==> config.mk <==
export PLATFORM = sky130hd
export DESIGN_NAME = bbpwm_seq
export DESIGN_NICKNAME = d
export VERILOG_FILES = /design/src/bbpwm_pkg.sv /design/src/bbpwm_gate_if.sv /design/src/bbpwm_timing.sv /design/src/bbpwm_seq.sv
export VERILOG_INCLUDE_DIRS = /design/src
export SDC_FILE = /design/constraint.sdc
export NUM_CORES = 1
export LEC_CHECK = 0
export BUFFER_PORTS_ARGS = -buffer_cell sky130_fd_sc_hd__buf_2
export CAP_MARGIN = 20
export CORE_MARGIN = 4
export CORE_UTILIZATION = 40
export DETAILED_ROUTE_END_ITERATION = 10
export SYNTH_ARGS = -nofsm -noshare
export SYNTH_HDL_FRONTEND = slang
export SYNTH_HIERARCHICAL = 1
export SYNTH_SLANG_ARGS = --single-unit
==> constraint.sdc <==
create_clock -name I_CLOCK -period 5.55 [get_ports I_CLOCK]
set_input_delay 0.2775 -clock I_CLOCK [delete_from_list [all_inputs] [get_ports I_CLOCK]]
set_output_delay 0.2775 -clock I_CLOCK [all_outputs]
set_load 0.05 [all_outputs]
==> src/bbpwm_consts.svh <==
// Timing counts, thresholds and fault codes of the balancer sequencer.
// Assumes a 50 MHz core clock; every cycle and watchdog count is derived from a time below.
`ifndef BBPWM_CONSTS_SVH
`define BBPWM_CONSTS_SVH

`define BB_CLK_PERIOD_NS 20
`define BB_SW_PERIOD_NS  4000
`define BB_SW_CYCLES     (`BB_SW_PERIOD_NS / `BB_CLK_PERIOD_NS)
`define BB_DEAD_NS       100
`define BB_DEAD_CYCLES   (`BB_DEAD_NS / `BB_CLK_PERIOD_NS)
`define BB_MAXON_NS      3200
`define BB_MAXON_CYCLES  (`BB_MAXON_NS / `BB_CLK_PERIOD_NS)
`define BB_HOLD_US       10
`define BB_HOLD_CYCLES   (`BB_HOLD_US * 1000 / `BB_CLK_PERIOD_NS)
`define BB_WD_S          8
`define BB_WD_PERIODS    (64'd`BB_WD_S * 64'd1000000000 / 64'd`BB_SW_PERIOD_NS)
`define BB_WD_W          22
`define BB_CL_WINDOW     32
`define BB_CL_PRI_MAX    4
`define BB_CL_SEC_MAX    8
`define BB_FIN_PCT       5
`define BB_SP_W          8
`define BB_IN_W          17

`define BB_ERR_NONE      3'h0
`define BB_ERR_CL_PRI    3'h1
`define BB_ERR_CL_SEC    3'h2
`define BB_ERR_THERMAL   3'h3
`define BB_ERR_WATCHDOG  3'h4
`define BB_ERR_UNDERV    3'h5
`define BB_ERR_OVERV     3'h6

`endif

==> src/bbpwm_pkg.sv <==
// Types shared by the balancer sequencer and its gate timing generator.
// Relies on the constants header for the input, level, watchdog and dead-time widths.
`include "bbpwm_consts.svh"

package bbpwm_pkg;

  typedef logic [2:0]             bbpwm_err_t;
  typedef logic [`BB_SP_W-1:0]    bbpwm_lvl_t;

  typedef enum logic [2:0]
  {
    ST_DONE   = 3'h0,
    ST_HOLD   = 3'h1,
    ST_ECHO   = 3'h2,
    ST_RUN    = 3'h3,
    ST_RAMPDN = 3'h4
  } bbpwm_state_t;

  typedef struct packed
  {
    logic [`BB_IN_W-1:0]  s1;
    logic [`BB_IN_W-1:0]  s2;
    logic                 en_p;
    logic                 ilp_p;
    logic                 ils_p;
    bbpwm_state_t         state;
    logic [7:0]           phase;
    logic [8:0]           hold;
    logic [`BB_WD_W-1:0]  wd;
    logic [4:0]           win;
    logic [3:0]           clp;
    logic [3:0]           cls;
    bbpwm_lvl_t           ramp;
    bbpwm_lvl_t           ref_lvl;
    logic                 finished;
    logic                 echo;
    bbpwm_err_t           err;
    logic                 sense;
    logic                 g_pri;
    logic                 g_sec1;
    logic                 g_sec2;
    logic                 g_clamp;
  } bbpwm_seq_t;

  typedef struct packed
  {
    logic                       ctrl;
    logic [`BB_DEAD_CYCLES-1:0] hist;
    logic                       g_pri;
    logic                       g_sec1;
    logic                       g_sec2;
    logic                       g_clamp;
  } bbpwm_tim_t;

endpackage

==> src/bbpwm_gate_if.sv <==
// Carrier between the sequencer and the gate timing generator.
// Both ends share one clock; nothing here is registered.
`timescale 1ns/1ps

interface bbpwm_gate_if;
  logic [7:0] phase;
  logic       run_ctrl;
  logic       run_sync;
  logic       polarity;
  logic       trip;
  logic       g_pri;
  logic       g_sec1;
  logic       g_sec2;
  logic       g_clamp;

  modport seq
  (
    output phase, run_ctrl, run_sync, polarity, trip,
    input  g_pri, g_sec1, g_sec2, g_clamp
  );

  modport tim
  (
    input  phase, run_ctrl, run_sync, polarity, trip,
    output g_pri, g_sec1, g_sec2, g_clamp
  );
endinterface

==> src/bbpwm_timing.sv <==
// Gate timing generator: one control pulse per switching period, with the
// synchronous gates timed from it. Inputs are already synchronised.
`timescale 1ns/1ps
`include "bbpwm_consts.svh"

module bbpwm_timing
(
  input  wire logic  i_clk,
  input  wire logic  i_rst_n,
  bbpwm_gate_if.tim  gif
);
  import bbpwm_pkg::*;

  bbpwm_tim_t q;
  bbpwm_tim_t d;
  logic       hist_any;
  logic       rect;
  logic       sync;

  always_comb
  begin
    d        = q;
    hist_any = |q.hist;
    // Control pulse sets the duty cycle; it ends on the peak trip or at the maximum on-time.
    if (!gif.run_ctrl)
    begin
      d.ctrl = 1'b0;
    end
    else if (gif.phase == 8'(`BB_DEAD_CYCLES))
    begin
      d.ctrl = 1'b1;
    end
    else if (gif.trip || gif.phase == 8'(`BB_MAXON_CYCLES))
    begin
      d.ctrl = 1'b0;
    end
    d.hist = {q.hist[`BB_DEAD_CYCLES-2:0], q.ctrl};
    // Synchronous gates follow the control pulse with a dead time and are
    // kept off on their own enable so the sequencer can drop them first.
    rect = gif.run_sync & q.ctrl & q.hist[`BB_DEAD_CYCLES-1];
    sync = gif.run_sync & ~q.ctrl & ~hist_any
         & (gif.phase > 8'(`BB_DEAD_CYCLES));
    d.g_clamp = gif.run_ctrl & (q.ctrl | hist_any);
    if (gif.polarity)
    begin
      d.g_pri  = q.ctrl;
      d.g_sec1 = rect;
    end
    else
    begin
      d.g_pri  = rect;
      d.g_sec1 = q.ctrl;
    end
    d.g_sec2 = sync;
  end

  always_ff @(posedge i_clk or negedge i_rst_n)
  begin
    if (!i_rst_n)
    begin
      q <= '0;
    end
    else
    begin
      q <= d;
    end
  end

  assign gif.g_pri   = q.g_pri;
  assign gif.g_sec1  = q.g_sec1;
  assign gif.g_sec2  = q.g_sec2;
  assign gif.g_clamp = q.g_clamp;

endmodule

==> src/bbpwm_seq.sv <==
// Balancer converter sequencer: enable handshake, soft start and stop,
// fault latching, watchdog and gate output gating.
// Assumes every pin input is asynchronous to I_CLOCK.
`timescale 1ns/1ps
`include "bbpwm_consts.svh"

module bbpwm_seq
#(
  parameter int unsigned WD_PERIODS = 32'(`BB_WD_PERIODS)
)
(
  input  wire logic                  I_CLOCK,
  input  wire logic                  I_NRST,
  input  wire logic                  I_ENABLE,
  input  wire logic                  I_POLARITY_SELECT,
  input  wire bbpwm_pkg::bbpwm_lvl_t I_CURRENT_SETPOINT_IN,
  input  wire logic                  I_PEAK_TRIP,
  input  wire logic                  I_ILIM_PRI,
  input  wire logic                  I_ILIM_SEC,
  input  wire logic                  I_OVERVOLT,
  input  wire logic                  I_UNDERVOLT,
  input  wire logic                  I_THERMAL,
  input  wire logic                  I_UNDERVOLTAGE_LOCKOUT_N,
  output logic                       O_CYCLE_FINISHED,
  output logic                       O_POLARITY_ECHO,
  output bbpwm_pkg::bbpwm_err_t      O_ERROR_CODE,
  output bbpwm_pkg::bbpwm_lvl_t      O_REFERENCE,
  output logic                       O_SENSE_INVERT,
  output logic                       O_GATE_PRI,
  output logic                       O_GATE_SEC1,
  output logic                       O_GATE_SEC2,
  output logic                       O_CLAMP_TIMING
);
  import bbpwm_pkg::*;

  ////////////////////////////////////////////////////////////////////////////
  logic [1:0]  rst_sync_q;
  logic        rst_n;
  bbpwm_seq_t  q;
  bbpwm_seq_t  d;
  bbpwm_gate_if gif ();

  logic        en_s, pol_s, trip_s, ilp_s, ils_s, ovp_s, uvp_s, therm_s, uv_ok;
  bbpwm_lvl_t  sp_s;
  bbpwm_lvl_t  thr;
  logic [15:0] thr_w;
  logic        tick, en_rise, fault;
  bbpwm_err_t  code;

  always_ff @(posedge I_CLOCK or negedge I_NRST)
  begin
    if (!I_NRST)
    begin
      rst_sync_q <= 2'h0;
    end
    else
    begin
      rst_sync_q <= {rst_sync_q[0], 1'b1};
    end
  end
  assign rst_n = rst_sync_q[1];

  assign {sp_s, uv_ok, therm_s, uvp_s, ovp_s, ils_s, ilp_s, trip_s, pol_s,
          en_s} = q.s2;

  bbpwm_timing u_timing
  (
    .i_clk   (I_CLOCK),
    .i_rst_n (rst_n),
    .gif     (gif.tim)
  );

  assign gif.phase    = q.phase;
  assign gif.run_ctrl = uv_ok & (q.state == ST_RUN | q.state == ST_RAMPDN);
  // Synchronous gates drop at ramp-down so the rectifier cannot pull
  // current backwards while the reference falls.
  assign gif.run_sync = uv_ok & (q.state == ST_RUN);
  assign gif.polarity = pol_s;
  assign gif.trip     = trip_s;

  ////////////////////////////////////////////////////////////////////////////
  always_comb
  begin
    d       = q;
    d.s1    = {I_CURRENT_SETPOINT_IN, I_UNDERVOLTAGE_LOCKOUT_N, I_THERMAL,
               I_UNDERVOLT, I_OVERVOLT, I_ILIM_SEC, I_ILIM_PRI, I_PEAK_TRIP,
               I_POLARITY_SELECT, I_ENABLE};
    d.s2    = q.s1;
    d.en_p  = en_s;
    d.ilp_p = ilp_s;
    d.ils_p = ils_s;
    tick    = q.phase == 8'(`BB_SW_CYCLES - 1);
    en_rise = en_s & ~q.en_p;
    thr_w   = (16'(sp_s) * 16'(`BB_FIN_PCT)) / 16'd100;
    thr     = thr_w[7:0];
    d.phase = tick ? 8'h00 : q.phase + 8'h01;
    d.sense = pol_s;

    // Limit events per window of switching periods.
    if (ilp_s && !q.ilp_p && q.clp != 4'(`BB_CL_PRI_MAX))
    begin
      d.clp = q.clp + 4'h1;
    end
    if (ils_s && !q.ils_p && q.cls != 4'(`BB_CL_SEC_MAX))
    begin
      d.cls = q.cls + 4'h1;
    end
    if (tick)
    begin
      d.win = q.win + 5'h01;
      if (q.win == 5'(`BB_CL_WINDOW - 1))
      begin
        // An event on the window edge opens the count of the next window.
        d.clp = {3'h0, ilp_s & ~q.ilp_p};
        d.cls = {3'h0, ils_s & ~q.ils_p};
      end
    end

    // Fixed priority when several faults land together.
    fault = 1'b1;
    if (q.clp == 4'(`BB_CL_PRI_MAX))
      code = `BB_ERR_CL_PRI;
    else if (q.cls == 4'(`BB_CL_SEC_MAX))
      code = `BB_ERR_CL_SEC;
    else if (therm_s)
      code = `BB_ERR_THERMAL;
    else if (q.wd == `BB_WD_W'(WD_PERIODS))
      code = `BB_ERR_WATCHDOG;
    else if (uvp_s)
      code = `BB_ERR_UNDERV;
    else if (ovp_s)
      code = `BB_ERR_OVERV;
    else
    begin
      code  = `BB_ERR_NONE;
      fault = 1'b0;
    end

    unique case (q.state)
      ST_DONE:
      begin
        d.ramp = '0;
      end
      ST_HOLD:
      begin
        d.hold = q.hold + 9'h001;
        if (q.hold == 9'(`BB_HOLD_CYCLES - 1))
        begin
          d.state = ST_ECHO;
        end
      end
      ST_ECHO:
      begin
        d.echo  = ~pol_s;
        d.state = ST_RUN;
      end
      ST_RUN:
      begin
        if (tick && q.ramp < sp_s)
        begin
          d.ramp = q.ramp + 8'h01;
        end
        if (!en_s)
        begin
          d.state = ST_RAMPDN;
        end
      end
      ST_RAMPDN:
      begin
        if (q.ramp <= thr)
        begin
          d.state    = ST_DONE;
          d.finished = 1'b1;
          d.ramp     = '0;
        end
        else if (tick)
        begin
          d.ramp = q.ramp - 8'h01;
        end
      end
      default:
      begin
        d.state    = ST_DONE;
        d.finished = 1'b1;
      end
    endcase

    if (q.state == ST_RUN || q.state == ST_RAMPDN)
    begin
      if (tick && q.wd != `BB_WD_W'(WD_PERIODS))
      begin
        d.wd = q.wd + `BB_WD_W'(1);
      end
      if (fault)
      begin
        d.state    = ST_DONE;
        d.finished = 1'b1;
        d.err      = code;
        d.ramp     = '0;
      end
    end

    if (en_rise)
    begin
      d.state    = ST_HOLD;
      d.finished = 1'b0;
      d.err      = `BB_ERR_NONE;
      d.hold     = '0;
      d.wd       = '0;
      d.ramp     = '0;
      d.clp      = 4'h0;
      d.cls      = 4'h0;
    end

    d.ref_lvl = (q.ramp < sp_s) ? q.ramp : sp_s;
    d.g_pri   = uv_ok & gif.g_pri;
    d.g_sec1  = uv_ok & gif.g_sec1;
    d.g_sec2  = uv_ok & gif.g_sec2;
    d.g_clamp = uv_ok & gif.g_clamp;
  end

  always_ff @(posedge I_CLOCK or negedge rst_n)
  begin
    if (!rst_n)
    begin
      q          <= '0;
      q.state    <= ST_DONE;
      q.finished <= 1'b1;
    end
    else
    begin
      q <= d;
    end
  end

  assign O_CYCLE_FINISHED = q.finished;
  assign O_POLARITY_ECHO  = q.echo;
  assign O_ERROR_CODE     = q.err;
  assign O_REFERENCE      = q.ref_lvl;
  assign O_SENSE_INVERT   = q.sense;
  assign O_GATE_PRI       = q.g_pri;
  assign O_GATE_SEC1      = q.g_sec1;
  assign O_GATE_SEC2      = q.g_sec2;
  assign O_CLAMP_TIMING   = q.g_clamp;
endmodule

==> impl_metrics.prom, run 1 <==
# TYPE chip_impl_metric gauge
chip_impl_metric{name="floorplan.rows",unit=""} 48
chip_impl_metric{name="fin_worst_skew",unit="ns"} 0.007356
chip_impl_metric{name="firstDrtPassIters",unit=""} 5
chip_impl_metric{name="wire_per_inst",unit="um"} 15.43
chip_impl_info{name="synth_most_common_cell",value="dfrtp_1"} 1
chip_impl_metric{name="crit_path_max_cell_delay",unit="ns"} 0.56
chip_impl_metric{name="wl",unit="mm"} 15.93
chip_impl_metric{name="synthToLayoutAreaGrowth",unit="%"} 23.42
chip_impl_info{name="unrepaired_setup_endpoints_after_global_routing",value="true"} 1
chip_impl_metric{name="cts.reportedPaths.clkPinSlew",unit="ns"} 0.06
chip_impl_metric{name="postSynthRegisterBits",unit=""} 130
chip_impl_metric{name="port_buffers",unit=""} 36
chip_impl_metric{name="core_area",unit="um^2"} 17240
chip_impl_metric{name="layout_min_cycle_time",unit="ns"} 5.493
chip_impl_info{name="status",value="completed"} 1
chip_impl_metric{name="floorplan.initialDensity",unit=""} 0.4079
chip_impl_metric{name="via_count",unit=""} 5536
chip_impl_metric{name="total_cts_buffers",unit=""} 17
chip_impl_metric{name="finalHoldViolations",unit=""} 0
chip_impl_info{name="holdCritPathClass",value="reg -> async"} 1
chip_impl_metric{name="post_synth_num_cell_types",unit=""} 80
chip_impl_metric{name="syn-cell-area",unit="um^2"} 7030
chip_impl_metric{name="gp_routability_congestion",unit=""} 0.9002
chip_impl_metric{name="netlist_instances",unit=""} 718
chip_impl_metric{name="timing.max_cap.violations",unit=""} 0
chip_impl_metric{name="drt_iter0_drc",unit=""} 503
chip_impl_metric{name="setup-violations-final",unit=""} 0
chip_impl_info{name="synth_common_cells",value="129 x dfrtp_1, 74 x nor2_1, 56 x nand2_1, 36 x ha_1, 35 x inv_1"} 1
chip_impl_metric{name="power.sequential.fraction",unit=""} 0.352
chip_impl_metric{name="clock-sinks",unit=""} 130
chip_impl_metric{name="io_pins",unit=""} 37
chip_impl_metric{name="p_comb_frac",unit=""} 0.245
chip_impl_info{name="crit_type",value="reg -> reg"} 1
chip_impl_metric{name="final_antenna_net_count",unit=""} 0
chip_impl_metric{name="hpwl_detailed",unit="mm"} 10.60
chip_impl_metric{name="fraction_of_layout_instances_using_a_drive_strength_above_1",unit=""} 0.2156
chip_impl_metric{name="drv_slew",unit=""} 0
chip_impl_metric{name="groute.usage.overall",unit=""} 0.1615
chip_impl_metric{name="layout.nets",unit=""} 850
chip_impl_metric{name="num_antenna_cells",unit=""} 0
chip_impl_metric{name="power.switching_fraction",unit=""} 0.2864
chip_impl_metric{name="cts-root-to-sink-buffers",unit=""} 2
chip_impl_metric{name="p_total",unit="W"} 0.002872
chip_impl_info{name="cpMaxStageDelayCell",value="xnor2_1"} 1
chip_impl_metric{name="die_x",unit="um"} 140.6
chip_impl_info{name="clock_tree.root_cell",value="clkbuf_16"} 1
chip_impl_info{name="post-synth-top-area-cell",value="dfrtp_1"} 1
chip_impl_metric{name="ir_worst_vdd",unit="V"} 0.0001957
chip_impl_metric{name="synth_top_area_frac",unit=""} 0.4592
chip_impl_metric{name="detail_route.drc_violations",unit=""} 0
chip_impl_metric{name="synth_edf_count",unit=""} 0
chip_impl_metric{name="achievable-frequency",unit="MHz"} 182.0
chip_impl_metric{name="period_share",unit=""} 0.9898
chip_impl_metric{name="cell_internal_pwr",unit="W"} 0.002050
chip_impl_metric{name="synthArstFlopShare",unit=""} 1.000
chip_impl_metric{name="die_y",unit="um"} 140.6
chip_impl_metric{name="post_drt_via_cell_ratio",unit=""} 5.364
chip_impl_metric{name="grt_start_max_net_pins",unit=""} 79
chip_impl_metric{name="synth_nets",unit=""} 774
chip_impl_info{name="top_reg_cell_synth",value="dfrtp_1"} 1
chip_impl_metric{name="setup_tns",unit="ns"} 0
chip_impl_metric{name="yosys_warnings",unit=""} 6
chip_impl_metric{name="tightestPinTransition",unit="ns"} 0.7982
chip_impl_metric{name="net-switching-power",unit="W"} 0.0008224
chip_impl_info{name="crit_path_frequent_cell",value="buf_4"} 1
chip_impl_metric{name="path_max_fanout",unit=""} 5
chip_impl_metric{name="cts-htree-levels",unit=""} 4
chip_impl_metric{name="clockPowerShare",unit=""} 0.403
chip_impl_info{name="netlist_top_cells_area",value="dfrtp_1 46%, ha_1 6.4%, nor2_1 4.0%"} 1
chip_impl_metric{name="grt_first_pass_wirelength",unit="mm"} 26.09
chip_impl_info{name="cp-end-kind",value="register"} 1
chip_impl_metric{name="power.static_leakage",unit="nW"} 3.976
chip_impl_metric{name="clk-insertion-delay-late",unit="ns"} 0.41
chip_impl_metric{name="crit_arrival",unit="ns"} 5.79
chip_impl_metric{name="grt-ovfl-total",unit=""} 0
chip_impl_metric{name="pwr_density_cell",unit="nW/um^2"} 331.0
chip_impl_metric{name="worst-endpoint-required",unit="ns"} 5.84
chip_impl_info{name="critPathLaunchType",value="register"} 1
chip_impl_metric{name="first_global_vias",unit=""} 5386
chip_impl_metric{name="relSlewSlack",unit=""} 0.4659
chip_impl_metric{name="yosysSeqAreaShare",unit=""} 0.4629
chip_impl_metric{name="die_area",unit="um^2"} 19760
chip_impl_info{name="tritoncts_clock_tree",value="yes"} 1
chip_impl_metric{name="syn_area_per_cell",unit="um^2"} 9.792
chip_impl_metric{name="antenna_found_initial",unit=""} 0
==> sequential cells by signal, indices dropped and copies added (netlist names), 2 cells and up <==
| name | flops |
|---|---|
| rst_sync_q | 2 |
| u_timing/d | 5 |
| O_ERROR_CODE | 3 |
| gif.phase | 8 |
| q | 69 |
| d | 21 |
| O_REFERENCE | 8 |
==> timing repair <==
action | 4_1_cts | 5_1_grt
resized for setup | 1 | 53
pin swaps | 0 | 25
hold buffers | 18 | 0
setup buffers | 0 | 17
gates cloned | 0 | 3
setup endpoints to repair | 2 | 10
hold endpoints to repair | 19 | 0
==> worst max-delay path, delay by kind of cell (launching register included) <==
| family | cells | cell delay [ns] |
|---|---|---|
| buffers and inverters | 5 | 0.64 |
| AOI/OAI and AO/OA | 11 | 1.75 |
| xor gates and xnor gates | 2 | 0.70 |
| adders and majority gates | 4 | 1.01 |
| DFF | 1 | 0.41 |
| and+or+nand+nor | 7 | 0.87 |
==> final cells by class <==
cell class                      instances  area [um^2]
Clock buffer                           21        460.4
Tap cell                              225        281.5
Sequential cell                       130         3258
Fill cell                            1527         8559
Timing Repair Buffer                   91        678.2
Inverter                               36        135.1
Clock inverter                         11        151.4
Multi-Input combinational cell        518         3712
==> placed cells by master, fill, tap and decap left out, types with 23 or more instances in the layout <==
| master | instances |
|---|---|
| a21oi_1 | 30 |
| o21ai_0 | 31 |
| xor2_1 | 25 |
| nor2_1 | 73 |
| inv_1 | 34 |
| buf_2 | 36 |
| nand3_1 | 23 |
| buf_4 | 33 |
| nand2_1 | 56 |
| ha_1 | 32 |
| dfrtp_1 | 128 |
==> power groups by stage <==
| stage | logic (W) | registers, W | clock network (W) |
|---|---|---|---|
| 5_1_grt | 0.000765 | 0.00102 | 0.00123 |
| 3_5_place_dp | 0.000514 | 0.00104 | 0 |
| 4_1_cts | 0.000528 | 0.00102 | 0.00118 |
| 3_3_place_gp | 0.000504 | 0.00104 | 0 |
| 6_report | 0.000704 | 0.00101 | 0.00116 |
| 2_1_floorplan | 0.000395 | 0.00103 | 0 |
==> metrics by stage <==
| step | std cells | hold WS, ns | instance area (um^2) | worst slack (ns) | utilization |
|---|---|---|---|---|---|
| after floorplan | 718 | -0.01809 | 7030 | 0.05188 | - |
| after global placement | 961 | 0.06259 | 7436 | -0.02032 | 0.4314 |
| after detailed placement | 961 | 0.06346 | 7436 | 0.009580 | 0.4314 |
| after CTS | 1011 | 0.1589 | 8228 | 0.03098 | 0.4774 |
| after global routing | 1032 | 0.1693 | 8677 | -0.1871 | 0.5034 |
| final | 1032 | 0.1561 | 8677 | 0.05659 | 0.5034 |
==> path summary, 6_finish.rpt <==
check / from / end / slack [ns] / depth (start not counted)
setup / recovery: q[96]$_DFF_PN0_ / q[25]$_DFF_PN0_ / 0.06 / 29
hold / removal: rst_sync_q[1]$_DFF_PN0_ / q[32]$_DFF_PN0_ / 0.16 / 0
setup reg to reg: q[96]$_DFF_PN0_ / q[25]$_DFF_PN0_ / 0.06 / 29
hold reg to reg: rst_sync_q[1]$_DFF_PN0_ / q[32]$_DFF_PN0_ / 0.16 / 0
max in group asynchronous: rst_sync_q[1]$_DFF_PN0_ / gif.phase[4]$_DFF_PN0_ / 4.12 / 2
min in group I_CLOCK: d[85]$_DFF_PN0_ / d[4]$_DFF_PN0_ / 0.35 / 0
==> metal layers <==
metal / vias to the layer above / track usage / wire length (um)
li1: 2671 / - / -
met1: 2681 / 0.2190 / 7165
met2: 153 / 0.2533 / 7578
met3: 31 / 0.04342 / 829
met4: 0 / 0.05150 / 354
met5: - / 0 / 0
==> cells by family (layout without fill, tap and decap cells) <==
| group | Yosys count | count (layout) | synth area share |
|---|---|---|---|
| xor gates and xnor gates | 46 | 47 | 0.06051 |
| muxes | 7 | 7 | 0.01032 |
| other | 1 | 1 | 0.0005334 |
| adders and majority gates | 37 | 37 | 0.06692 |
| DFF | 130 | 130 | 0.4629 |
| AOI/OAI and AO/OA | 147 | 147 | 0.1477 |
| and+or+nand+nor | 279 | 279 | 0.2048 |
| buffers and inverters | 71 | 159 | 0.04627 |
(Power assumes the default switching activity.)
==> run 2: changes to the inputs <==
--- a/config.mk
+++ b/config.mk
@@ -6,6 +6,7 @@
 export SDC_FILE = /design/constraint.sdc
 export NUM_CORES = 1
 export LEC_CHECK = 0
+export ABC_AREA = 1
 export BUFFER_PORTS_ARGS = -buffer_cell sky130_fd_sc_hd__buf_2
 export CAP_MARGIN = 20
 export CORE_MARGIN = 4
==> impl_metrics.prom, run 2 <==
# TYPE chip_impl_metric gauge
chip_impl_info{name="status",value="completed"} 1
chip_impl_metric{name="io_pins",unit=""} 37
chip_impl_info{name="unrepaired_setup_endpoints_after_global_routing",value="false"} 1
chip_impl_metric{name="syn-cell-area",unit="um^2"} 6968
chip_impl_metric{name="wl",unit="mm"} 13.68
chip_impl_info{name="leading_cell_type_in_the_layout_fill_and_taps_excluded",value="nand2_1"} 1
chip_impl_metric{name="antenna_found_initial",unit=""} 0
chip_impl_info{name="top_reg_cell_synth",value="dfrtp_1"} 1
chip_impl_metric{name="cell_internal_pwr",unit="W"} 0.001852
chip_impl_metric{name="layout_min_cycle_time",unit="ns"} 4.818
chip_impl_info{name="critPathLaunchType",value="register"} 1
chip_impl_metric{name="num_antenna_cells",unit=""} 0
chip_impl_info{name="crit_type",value="reg -> reg"} 1
chip_impl_metric{name="period_share",unit=""} 0.8681
chip_impl_metric{name="postSynthRegisterBits",unit=""} 130
chip_impl_metric{name="fraction_of_layout_instances_using_a_drive_strength_above_1",unit=""} 0.1287
chip_impl_info{name="synth_common_cells",value="159 x nand2_1, 132 x inv_1, 129 x dfrtp_1, 73 x nor2_1, 52 x nand3_1"} 1
chip_impl_metric{name="clockPowerShare",unit=""} 0.431
chip_impl_info{name="post-synth-top-area-cell",value="dfrtp_1"} 1
chip_impl_metric{name="crit_arrival",unit="ns"} 5.12
chip_impl_metric{name="floorplan.rows",unit=""} 47
chip_impl_metric{name="wire_per_inst",unit="um"} 12.03
chip_impl_metric{name="core_area",unit="um^2"} 16820
chip_impl_metric{name="flip_flop_count_of_the_largest_register_after_layout",unit=""} 69
chip_impl_metric{name="path_max_fanout",unit=""} 6
chip_impl_metric{name="multiInputGateArea",unit="um^2"} 3068
chip_impl_metric{name="grt-ovfl-total",unit=""} 0
chip_impl_metric{name="clock-sinks",unit=""} 130
chip_impl_metric{name="grt_start_max_net_pins",unit=""} 67
chip_impl_info{name="crit_path_frequent_cell",value="nand2_1"} 1
chip_impl_metric{name="cts.reportedPaths.clkPinSlew",unit="ns"} 0.06
chip_impl_metric{name="via_count",unit=""} 5383
chip_impl_metric{name="firstDrtPassIters",unit=""} 4
chip_impl_metric{name="tightestPinTransition",unit="ns"} 0.8292
chip_impl_info{name="cpMaxStageDelayCell",value="dfrtp_1"} 1
chip_impl_metric{name="first_global_vias",unit=""} 5279
chip_impl_metric{name="groute.usage.overall",unit=""} 0.1498
chip_impl_metric{name="drv_slew",unit=""} 0
chip_impl_metric{name="port_buffers",unit=""} 36
chip_impl_metric{name="ir_worst_vdd",unit="V"} 0.0002096
chip_impl_info{name="holdCritPathClass",value="in -> async"} 1
chip_impl_metric{name="worst-endpoint-required",unit="ns"} 5.86
chip_impl_metric{name="p_comb_frac",unit=""} 0.170
chip_impl_info{name="cp-end-kind",value="register"} 1
chip_impl_metric{name="total_cts_buffers",unit=""} 17
chip_impl_metric{name="synth_top_area_frac",unit=""} 0.4633
chip_impl_metric{name="layout.nets",unit=""} 960
chip_impl_metric{name="clk-insertion-delay-late",unit="ns"} 0.42
chip_impl_metric{name="cts-root-to-sink-buffers",unit=""} 2
chip_impl_metric{name="power.sequential.fraction",unit=""} 0.400
chip_impl_metric{name="die_area",unit="um^2"} 19600
chip_impl_metric{name="relSlewSlack",unit=""} 0.4472
chip_impl_info{name="synth_most_common_cell",value="nand2_1"} 1
chip_impl_metric{name="fill_cells",unit=""} 1670
chip_impl_metric{name="grt_first_pass_wirelength",unit="mm"} 24.47
chip_impl_metric{name="achievable-frequency",unit="MHz"} 207.6
chip_impl_metric{name="die_x",unit="um"} 140.0
chip_impl_metric{name="yosys_warnings",unit=""} 6
chip_impl_metric{name="gp_routability_congestion",unit=""} 0.8158
chip_impl_metric{name="fin_worst_skew",unit="ns"} 0.007198
chip_impl_metric{name="hpwl_detailed",unit="mm"} 9.930
chip_impl_info{name="tritoncts_clock_tree",value="yes"} 1
chip_impl_info{name="final_cell_mix",value="159 x nand2_1, 132 x inv_1, 128 x dfrtp_1, 73 x nor2_1, 52 x nand3_1"} 1
chip_impl_metric{name="syn_area_per_cell",unit="um^2"} 8.236
chip_impl_metric{name="pwr_density_cell",unit="nW/um^2"} 316.0
chip_impl_metric{name="yosysSeqAreaShare",unit=""} 0.4670
chip_impl_metric{name="drt_iter0_drc",unit=""} 263
chip_impl_metric{name="post_drt_via_cell_ratio",unit=""} 4.734
chip_impl_metric{name="timing.max_cap.violations",unit=""} 0
chip_impl_metric{name="holdWs",unit="ns"} 0.1726
chip_impl_metric{name="setup-violations-final",unit=""} 0
chip_impl_metric{name="synthArstFlopShare",unit=""} 1.000
chip_impl_info{name="clock_tree.root_cell",value="clkbuf_16"} 1
chip_impl_metric{name="finalHoldViolations",unit=""} 0
chip_impl_metric{name="synth_edf_count",unit=""} 0
chip_impl_metric{name="netlist_instances",unit=""} 846
chip_impl_metric{name="post_synth_num_cell_types",unit=""} 46
chip_impl_metric{name="net-switching-power",unit="W"} 0.0007100
chip_impl_metric{name="setup_tns",unit="ns"} 0
chip_impl_metric{name="register_area",unit="um^2"} 3258
chip_impl_metric{name="cts-htree-levels",unit=""} 4
chip_impl_metric{name="synth_nets",unit=""} 902
chip_impl_metric{name="synthToLayoutAreaGrowth",unit="%"} 16.34
chip_impl_metric{name="detail_route.drc_violations",unit=""} 0
chip_impl_metric{name="crit_path_max_cell_delay",unit="ns"} 0.41
chip_impl_metric{name="post_cts.repair.setup_buffers",unit=""} 0
chip_impl_metric{name="cts_resized",unit=""} 0
chip_impl_info{name="netlist_top_cells_area",value="dfrtp_1 46%, nand2_1 8.6%, inv_1 7.1%"} 1
chip_impl_info{name="largest_register",value="q"} 1
chip_impl_metric{name="floorplan.initialDensity",unit=""} 0.4143
chip_impl_metric{name="power.static_leakage",unit="nW"} 4.099
chip_impl_metric{name="die_y",unit="um"} 140.0
chip_impl_metric{name="final_antenna_net_count",unit=""} 0
chip_impl_metric{name="power.switching_fraction",unit=""} 0.2771
==> run 2: changes by cell type after synthesis, sizes merged, moves of 12 or more <==
| cell | delta |
|---|---|
| a21oi | +16 |
| and2 | -13 |
| inv | +104 |
| nand2 | +124 |
| nand3 | +32 |
| nor3 | +15 |
| xnor2 | -18 |
| xor2 | -12 |
==> run 2: final cells by class <==
cell class | instances | share of cell area
clock buffer | 22 | 0.05479
clock inverter | 10 | 0.01698
inverter | 142 | 0.06575
multi-input combinational | 555 | 0.3785
sequential | 130 | 0.4019
tap | 220 | 0.03396
timing repair buffer | 58 | 0.04816
==> run 2: power by group through the flow <==
stage	clock (W)	combinational [W]	sequential [W]
2_1_floorplan	0	0.000343	0.00104
6_report	0.00110	0.000435	0.00102
5_1_grt	0.00118	0.000516	0.00103
3_3_place_gp	0	0.000429	0.00104
4_1_cts	0.00113	0.000439	0.00102
3_5_place_dp	0	0.000428	0.00104
==> run 2: path summary, 6_finish.rpt <==
kind	startpoint	end	slack, ns	cells after the start
worst max-delay path	q[96]$_DFF_PN0_	q[24]$_DFF_PN0_	0.73	39
worst min-delay path	I_NRST	rst_sync_q[1]$_DFF_PN0_	0.17	2
worst max register to register	q[96]$_DFF_PN0_	q[24]$_DFF_PN0_	0.73	39
worst min register to register	d[90]$_DFF_PN0_	q[90]$_DFF_PN0_	0.35	0
max in group asynchronous	rst_sync_q[1]$_DFF_PN0_	q[94]$_DFF_PN0_	3.80	1
min in group I_CLOCK	d[90]$_DFF_PN0_	q[90]$_DFF_PN0_	0.35	0
==> run 2: per-layer routing <==
layer / track usage / vias up / wire (um)
met3: 0.03647 / 12 / 298
li1: - / 2855 / -
met1: 0.2060 / 2481 / 6985
met5: 0 / - / 0
met4: 0.04029 / 0 / 143
met2: 0.2383 / 35 / 6248
==> run 2: repair_timing <==
action                                  CTS  global route
hold endpoints to repair                 19             0
hold buffers                             18             0
endpoints found under the setup margin    0             0
==> run 2: cell families (layout without fill, tap and decap cells) <==
logic type / after synthesis / in the layout / share of synthesized area
compound gates: 127 / 127 / 0.1068
xor+xnor: 16 / 16 / 0.02011
fa+ha+maj: 37 / 37 / 0.06752
buf+inv: 161 / 232 / 0.09266
flops: 130 / 130 / 0.4671
other cells: 1 / 1 / 0.0005382
simple gates: 374 / 374 / 0.2453
==> run 2: worst max-delay path, delay by kind of cell, from the launching register on <==
kind	cells	cell delay [ns]
AOI/OAI and AO/OA	6	0.86
and+or+nand+nor	24	2.00
buffers and inverters	5	0.43
DFF	1	0.41
adders and majority gates	4	0.99
==> run 2: stage by stage <==
stage	area [um^2]	setup slack [ns]	util	total power (W)	cells
CTS	8099	0.6842	0.4816	0.002596	1136
global placement	7337	0.8473	0.4362	0.001470	1086
global route	8107	0.03463	0.4820	0.002731	1137
finish	8107	0.7320	0.4820	0.002562	1137
floorplan	6968	1.298	-	0.001382	846
detailed placement	7337	0.7435	0.4362	0.001469	1086
==> run 3: changes to the inputs <==
--- a/config.mk
+++ b/config.mk
@@ -10,8 +10,9 @@
 export BUFFER_PORTS_ARGS = -buffer_cell sky130_fd_sc_hd__buf_2
 export CAP_MARGIN = 20
 export CORE_MARGIN = 4
-export CORE_UTILIZATION = 40
+export CORE_UTILIZATION = 61
 export DETAILED_ROUTE_END_ITERATION = 10
+export PLACE_DENSITY = 0.8
 export SYNTH_ARGS = -nofsm -noshare
 export SYNTH_HDL_FRONTEND = slang
 export SYNTH_HIERARCHICAL = 1
==> impl_metrics.prom, run 3 (synthesized netlist as in run 2, its figures left out) <==
# TYPE chip_impl_metric gauge
chip_impl_metric{name="p_comb_frac",unit=""} 0.175
chip_impl_info{name="critPathLaunchType",value="register"} 1
chip_impl_metric{name="fill_cells",unit=""} 798
chip_impl_metric{name="detail_route.drc_violations",unit=""} 0
chip_impl_metric{name="first_global_vias",unit=""} 5883
chip_impl_metric{name="placedCellCount",unit=""} 1004
chip_impl_metric{name="drt_iter0_drc",unit=""} 517
chip_impl_metric{name="grt.met3_usage",unit=""} 0.04579
chip_impl_metric{name="fin_worst_skew",unit="ns"} 0.01012
chip_impl_metric{name="clock-sinks",unit=""} 130
chip_impl_metric{name="power.sequential.fraction",unit=""} 0.401
chip_impl_metric{name="hpwl_detailed",unit="mm"} 10.36
chip_impl_metric{name="cts-root-to-sink-buffers",unit=""} 2
chip_impl_info{name="worstReg2RegStart",value="q[96]$_DFF_PN0_"} 1
chip_impl_metric{name="worst-endpoint-required",unit="ns"} 5.85
chip_impl_metric{name="power.switching_fraction",unit=""} 0.2933
chip_impl_metric{name="layout.nets",unit=""} 957
chip_impl_metric{name="wl",unit="mm"} 15.14
chip_impl_metric{name="cts_resized",unit=""} 0
chip_impl_metric{name="setup_tns",unit="ns"} 0
chip_impl_metric{name="floorplan.initialDensity",unit=""} 0.6317
chip_impl_metric{name="pwr_density_cell",unit="nW/um^2"} 321.1
chip_impl_info{name="top_usage_layer",value="met2"} 1
chip_impl_metric{name="cell_internal_pwr",unit="W"} 0.001812
chip_impl_metric{name="die_area",unit="um^2"} 13200
chip_impl_metric{name="setup-violations-final",unit=""} 0
chip_impl_metric{name="crit_arrival",unit="ns"} 5.21
chip_impl_metric{name="use_met1",unit=""} 0.3169
chip_impl_metric{name="grt-ovfl-total",unit=""} 0
chip_impl_metric{name="cts-htree-levels",unit=""} 4
chip_impl_metric{name="power.static_leakage",unit="nW"} 4.092
chip_impl_metric{name="flip_flop_count_of_the_largest_register_after_layout",unit=""} 69
chip_impl_metric{name="layout_min_cycle_time",unit="ns"} 4.909
chip_impl_info{name="largest_register",value="q"} 1
chip_impl_metric{name="synthToLayoutAreaGrowth",unit="%"} 14.58
chip_impl_metric{name="io_pins",unit=""} 37
chip_impl_metric{name="relSlewSlack",unit=""} 0.2592
chip_impl_info{name="cp-end-kind",value="register"} 1
chip_impl_metric{name="floorplan.rows",unit=""} 38
chip_impl_metric{name="cts_hold_buffers",unit=""} 18
chip_impl_metric{name="core_area",unit="um^2"} 11030
chip_impl_info{name="clock_tree.root_cell",value="clkbuf_16"} 1
chip_impl_metric{name="die_y",unit="um"} 114.9
chip_impl_metric{name="ir_worst_vdd",unit="V"} 0.0002928
chip_impl_info{name="status",value="completed"} 1
chip_impl_metric{name="regToRegSetupSlack",unit="ns"} 0.64
chip_impl_metric{name="gp_routability_congestion",unit=""} 0.9412
chip_impl_metric{name="fraction_of_layout_instances_using_a_drive_strength_above_1",unit=""} 0.1313
chip_impl_metric{name="firstDrtPassIters",unit=""} 5
chip_impl_info{name="cpMaxStageDelayCell",value="dfrtp_1"} 1
chip_impl_metric{name="finish.cell_count_without_fillers",unit=""} 1054
chip_impl_info{name="holdCritPathClass",value="in -> async"} 1
chip_impl_metric{name="cts.reportedPaths.clkPinSlew",unit="ns"} 0.06
chip_impl_metric{name="period_share",unit=""} 0.8845
chip_impl_metric{name="achievable-frequency",unit="MHz"} 203.7
chip_impl_metric{name="wire_per_inst",unit="um"} 14.36
chip_impl_metric{name="net-switching-power",unit="W"} 0.0007521
chip_impl_metric{name="grt_first_pass_wirelength",unit="mm"} 26.78
chip_impl_metric{name="num_antenna_cells",unit=""} 0
chip_impl_info{name="leading_cell_type_in_the_layout_fill_and_taps_excluded",value="nand2_1"} 1
chip_impl_info{name="tritoncts_clock_tree",value="yes"} 1
chip_impl_metric{name="clk-insertion-delay-late",unit="ns"} 0.43
chip_impl_metric{name="groute.usage.overall",unit=""} 0.2528
chip_impl_metric{name="post_cts.repair.setup_buffers",unit=""} 0
chip_impl_metric{name="grt_start_max_net_pins",unit=""} 78
chip_impl_metric{name="worst-r2r-cell-count",unit=""} 36
chip_impl_metric{name="final_antenna_net_count",unit=""} 0
chip_impl_metric{name="timing.max_cap.violations",unit=""} 0
chip_impl_info{name="crit_path_frequent_cell",value="nand2_1"} 1
chip_impl_metric{name="drv_slew",unit=""} 0
chip_impl_metric{name="tightestPinTransition",unit="ns"} 1.111
chip_impl_info{name="final_cell_mix",value="159 x nand2_1, 132 x inv_1, 128 x dfrtp_1, 73 x nor2_1, 52 x nand3_1"} 1
chip_impl_metric{name="clockPowerShare",unit=""} 0.424
chip_impl_metric{name="total_cts_buffers",unit=""} 17
chip_impl_metric{name="port_buffers",unit=""} 36
chip_impl_metric{name="path_max_fanout",unit=""} 6
chip_impl_metric{name="met2_usage",unit=""} 0.4421
chip_impl_info{name="crit_type",value="reg -> reg"} 1
chip_impl_metric{name="die_x",unit="um"} 114.9
chip_impl_info{name="unrepaired_setup_endpoints_after_global_routing",value="false"} 1
chip_impl_metric{name="post_drt_via_cell_ratio",unit=""} 5.564
chip_impl_info{name="critical_path.reg2reg.endpoint",value="q[25]$_DFF_PN0_"} 1
chip_impl_metric{name="finalHoldViolations",unit=""} 0
chip_impl_metric{name="crit_path_max_cell_delay",unit="ns"} 0.41
chip_impl_metric{name="via_count",unit=""} 5864
chip_impl_metric{name="antenna_found_initial",unit=""} 0
run 3: cell types whose count changed in the layout (fill, tap and decap cells not counted):
cell	delta
clkbuf_1	-5
inv_6	+4
buf_4	-3
bufinv_16	-1
clkinv_2	+1
clkinv_4	+1
run 3: layout make-up:
class	count	area [um^2]	area share
repair buffers	55	367.9	0.04607
multi-input cells	555	3068	0.3843
clock buffers	17	425.4	0.05328
well taps	140	175.2	0.02194
inverters	142	533.0	0.06676
clock inverters	15	156.4	0.01959
flip-flops and latches	130	3258	0.4081
run 3: power groups by stage:
stage	clock network [W]	logic (W)	registers, W
after floorplan	0	0.000343	0.00104
after global placement	0	0.000408	0.00104
after detailed placement	0	0.000429	0.00104
after CTS	0.00110	0.000446	0.00103
after global routing	0.00115	0.000521	0.00103
final	0.00109	0.000448	0.00103
run 3: worst max-delay path by stage:
stage,startpoint,end,cells after the start
after floorplan,q[96]$_DFF_PN0_,q[18]$_DFF_PN0_,36
after global placement,q[96]$_DFF_PN0_,q[18]$_DFF_PN0_,37
after detailed placement,q[96]$_DFF_PN0_,q[24]$_DFF_PN0_,36
after CTS,q[96]$_DFF_PN0_,q[22]$_DFF_PN0_,36
after global routing,q[96]$_DFF_PN0_,q[22]$_DFF_PN0_,37
final,q[96]$_DFF_PN0_,q[25]$_DFF_PN0_,36
run 3: worst max-delay path, delay by kind of cell (launching register included):
family | cells | cell delay [ns]
adders and majority gates | 4 | 1.01
DFF | 1 | 0.41
buffers and inverters | 7 | 0.57
AOI/OAI and AO/OA | 8 | 1.26
and+or+nand+nor | 17 | 1.55
run 3: per-stage QoR:
| step | total power [W] | hold WS [ns] | worst slack, ns | instance area, um^2 | utilization |
|---|---|---|---|---|---|
| 6_report | 0.002564 | 0.1703 | 0.6413 | 7984 | 0.7238 |
| 4_1_cts | 0.002577 | 0.1499 | 0.6652 | 7984 | 0.7238 |
| 5_1_grt | 0.002703 | 0.1872 | 0.07060 | 7984 | 0.7238 |
| 3_3_place_gp | 0.001448 | 0.06354 | 0.9827 | 7222 | 0.6547 |
| 3_5_place_dp | 0.001472 | 0.06410 | 0.7122 | 7222 | 0.6547 |
| 2_1_floorplan | 0.001382 | -0.01809 | 1.298 | 6968 | - |
run 3: per-layer routing:
layer  vias to the layer above  routed length (um)  share of wire
li1                       2861                   -              -
met1                      2802                6373           0.42
met2                       175                7832           0.52
met3                        26                 660          0.044
met4                         0                 269          0.018
met5                         -                   0              0
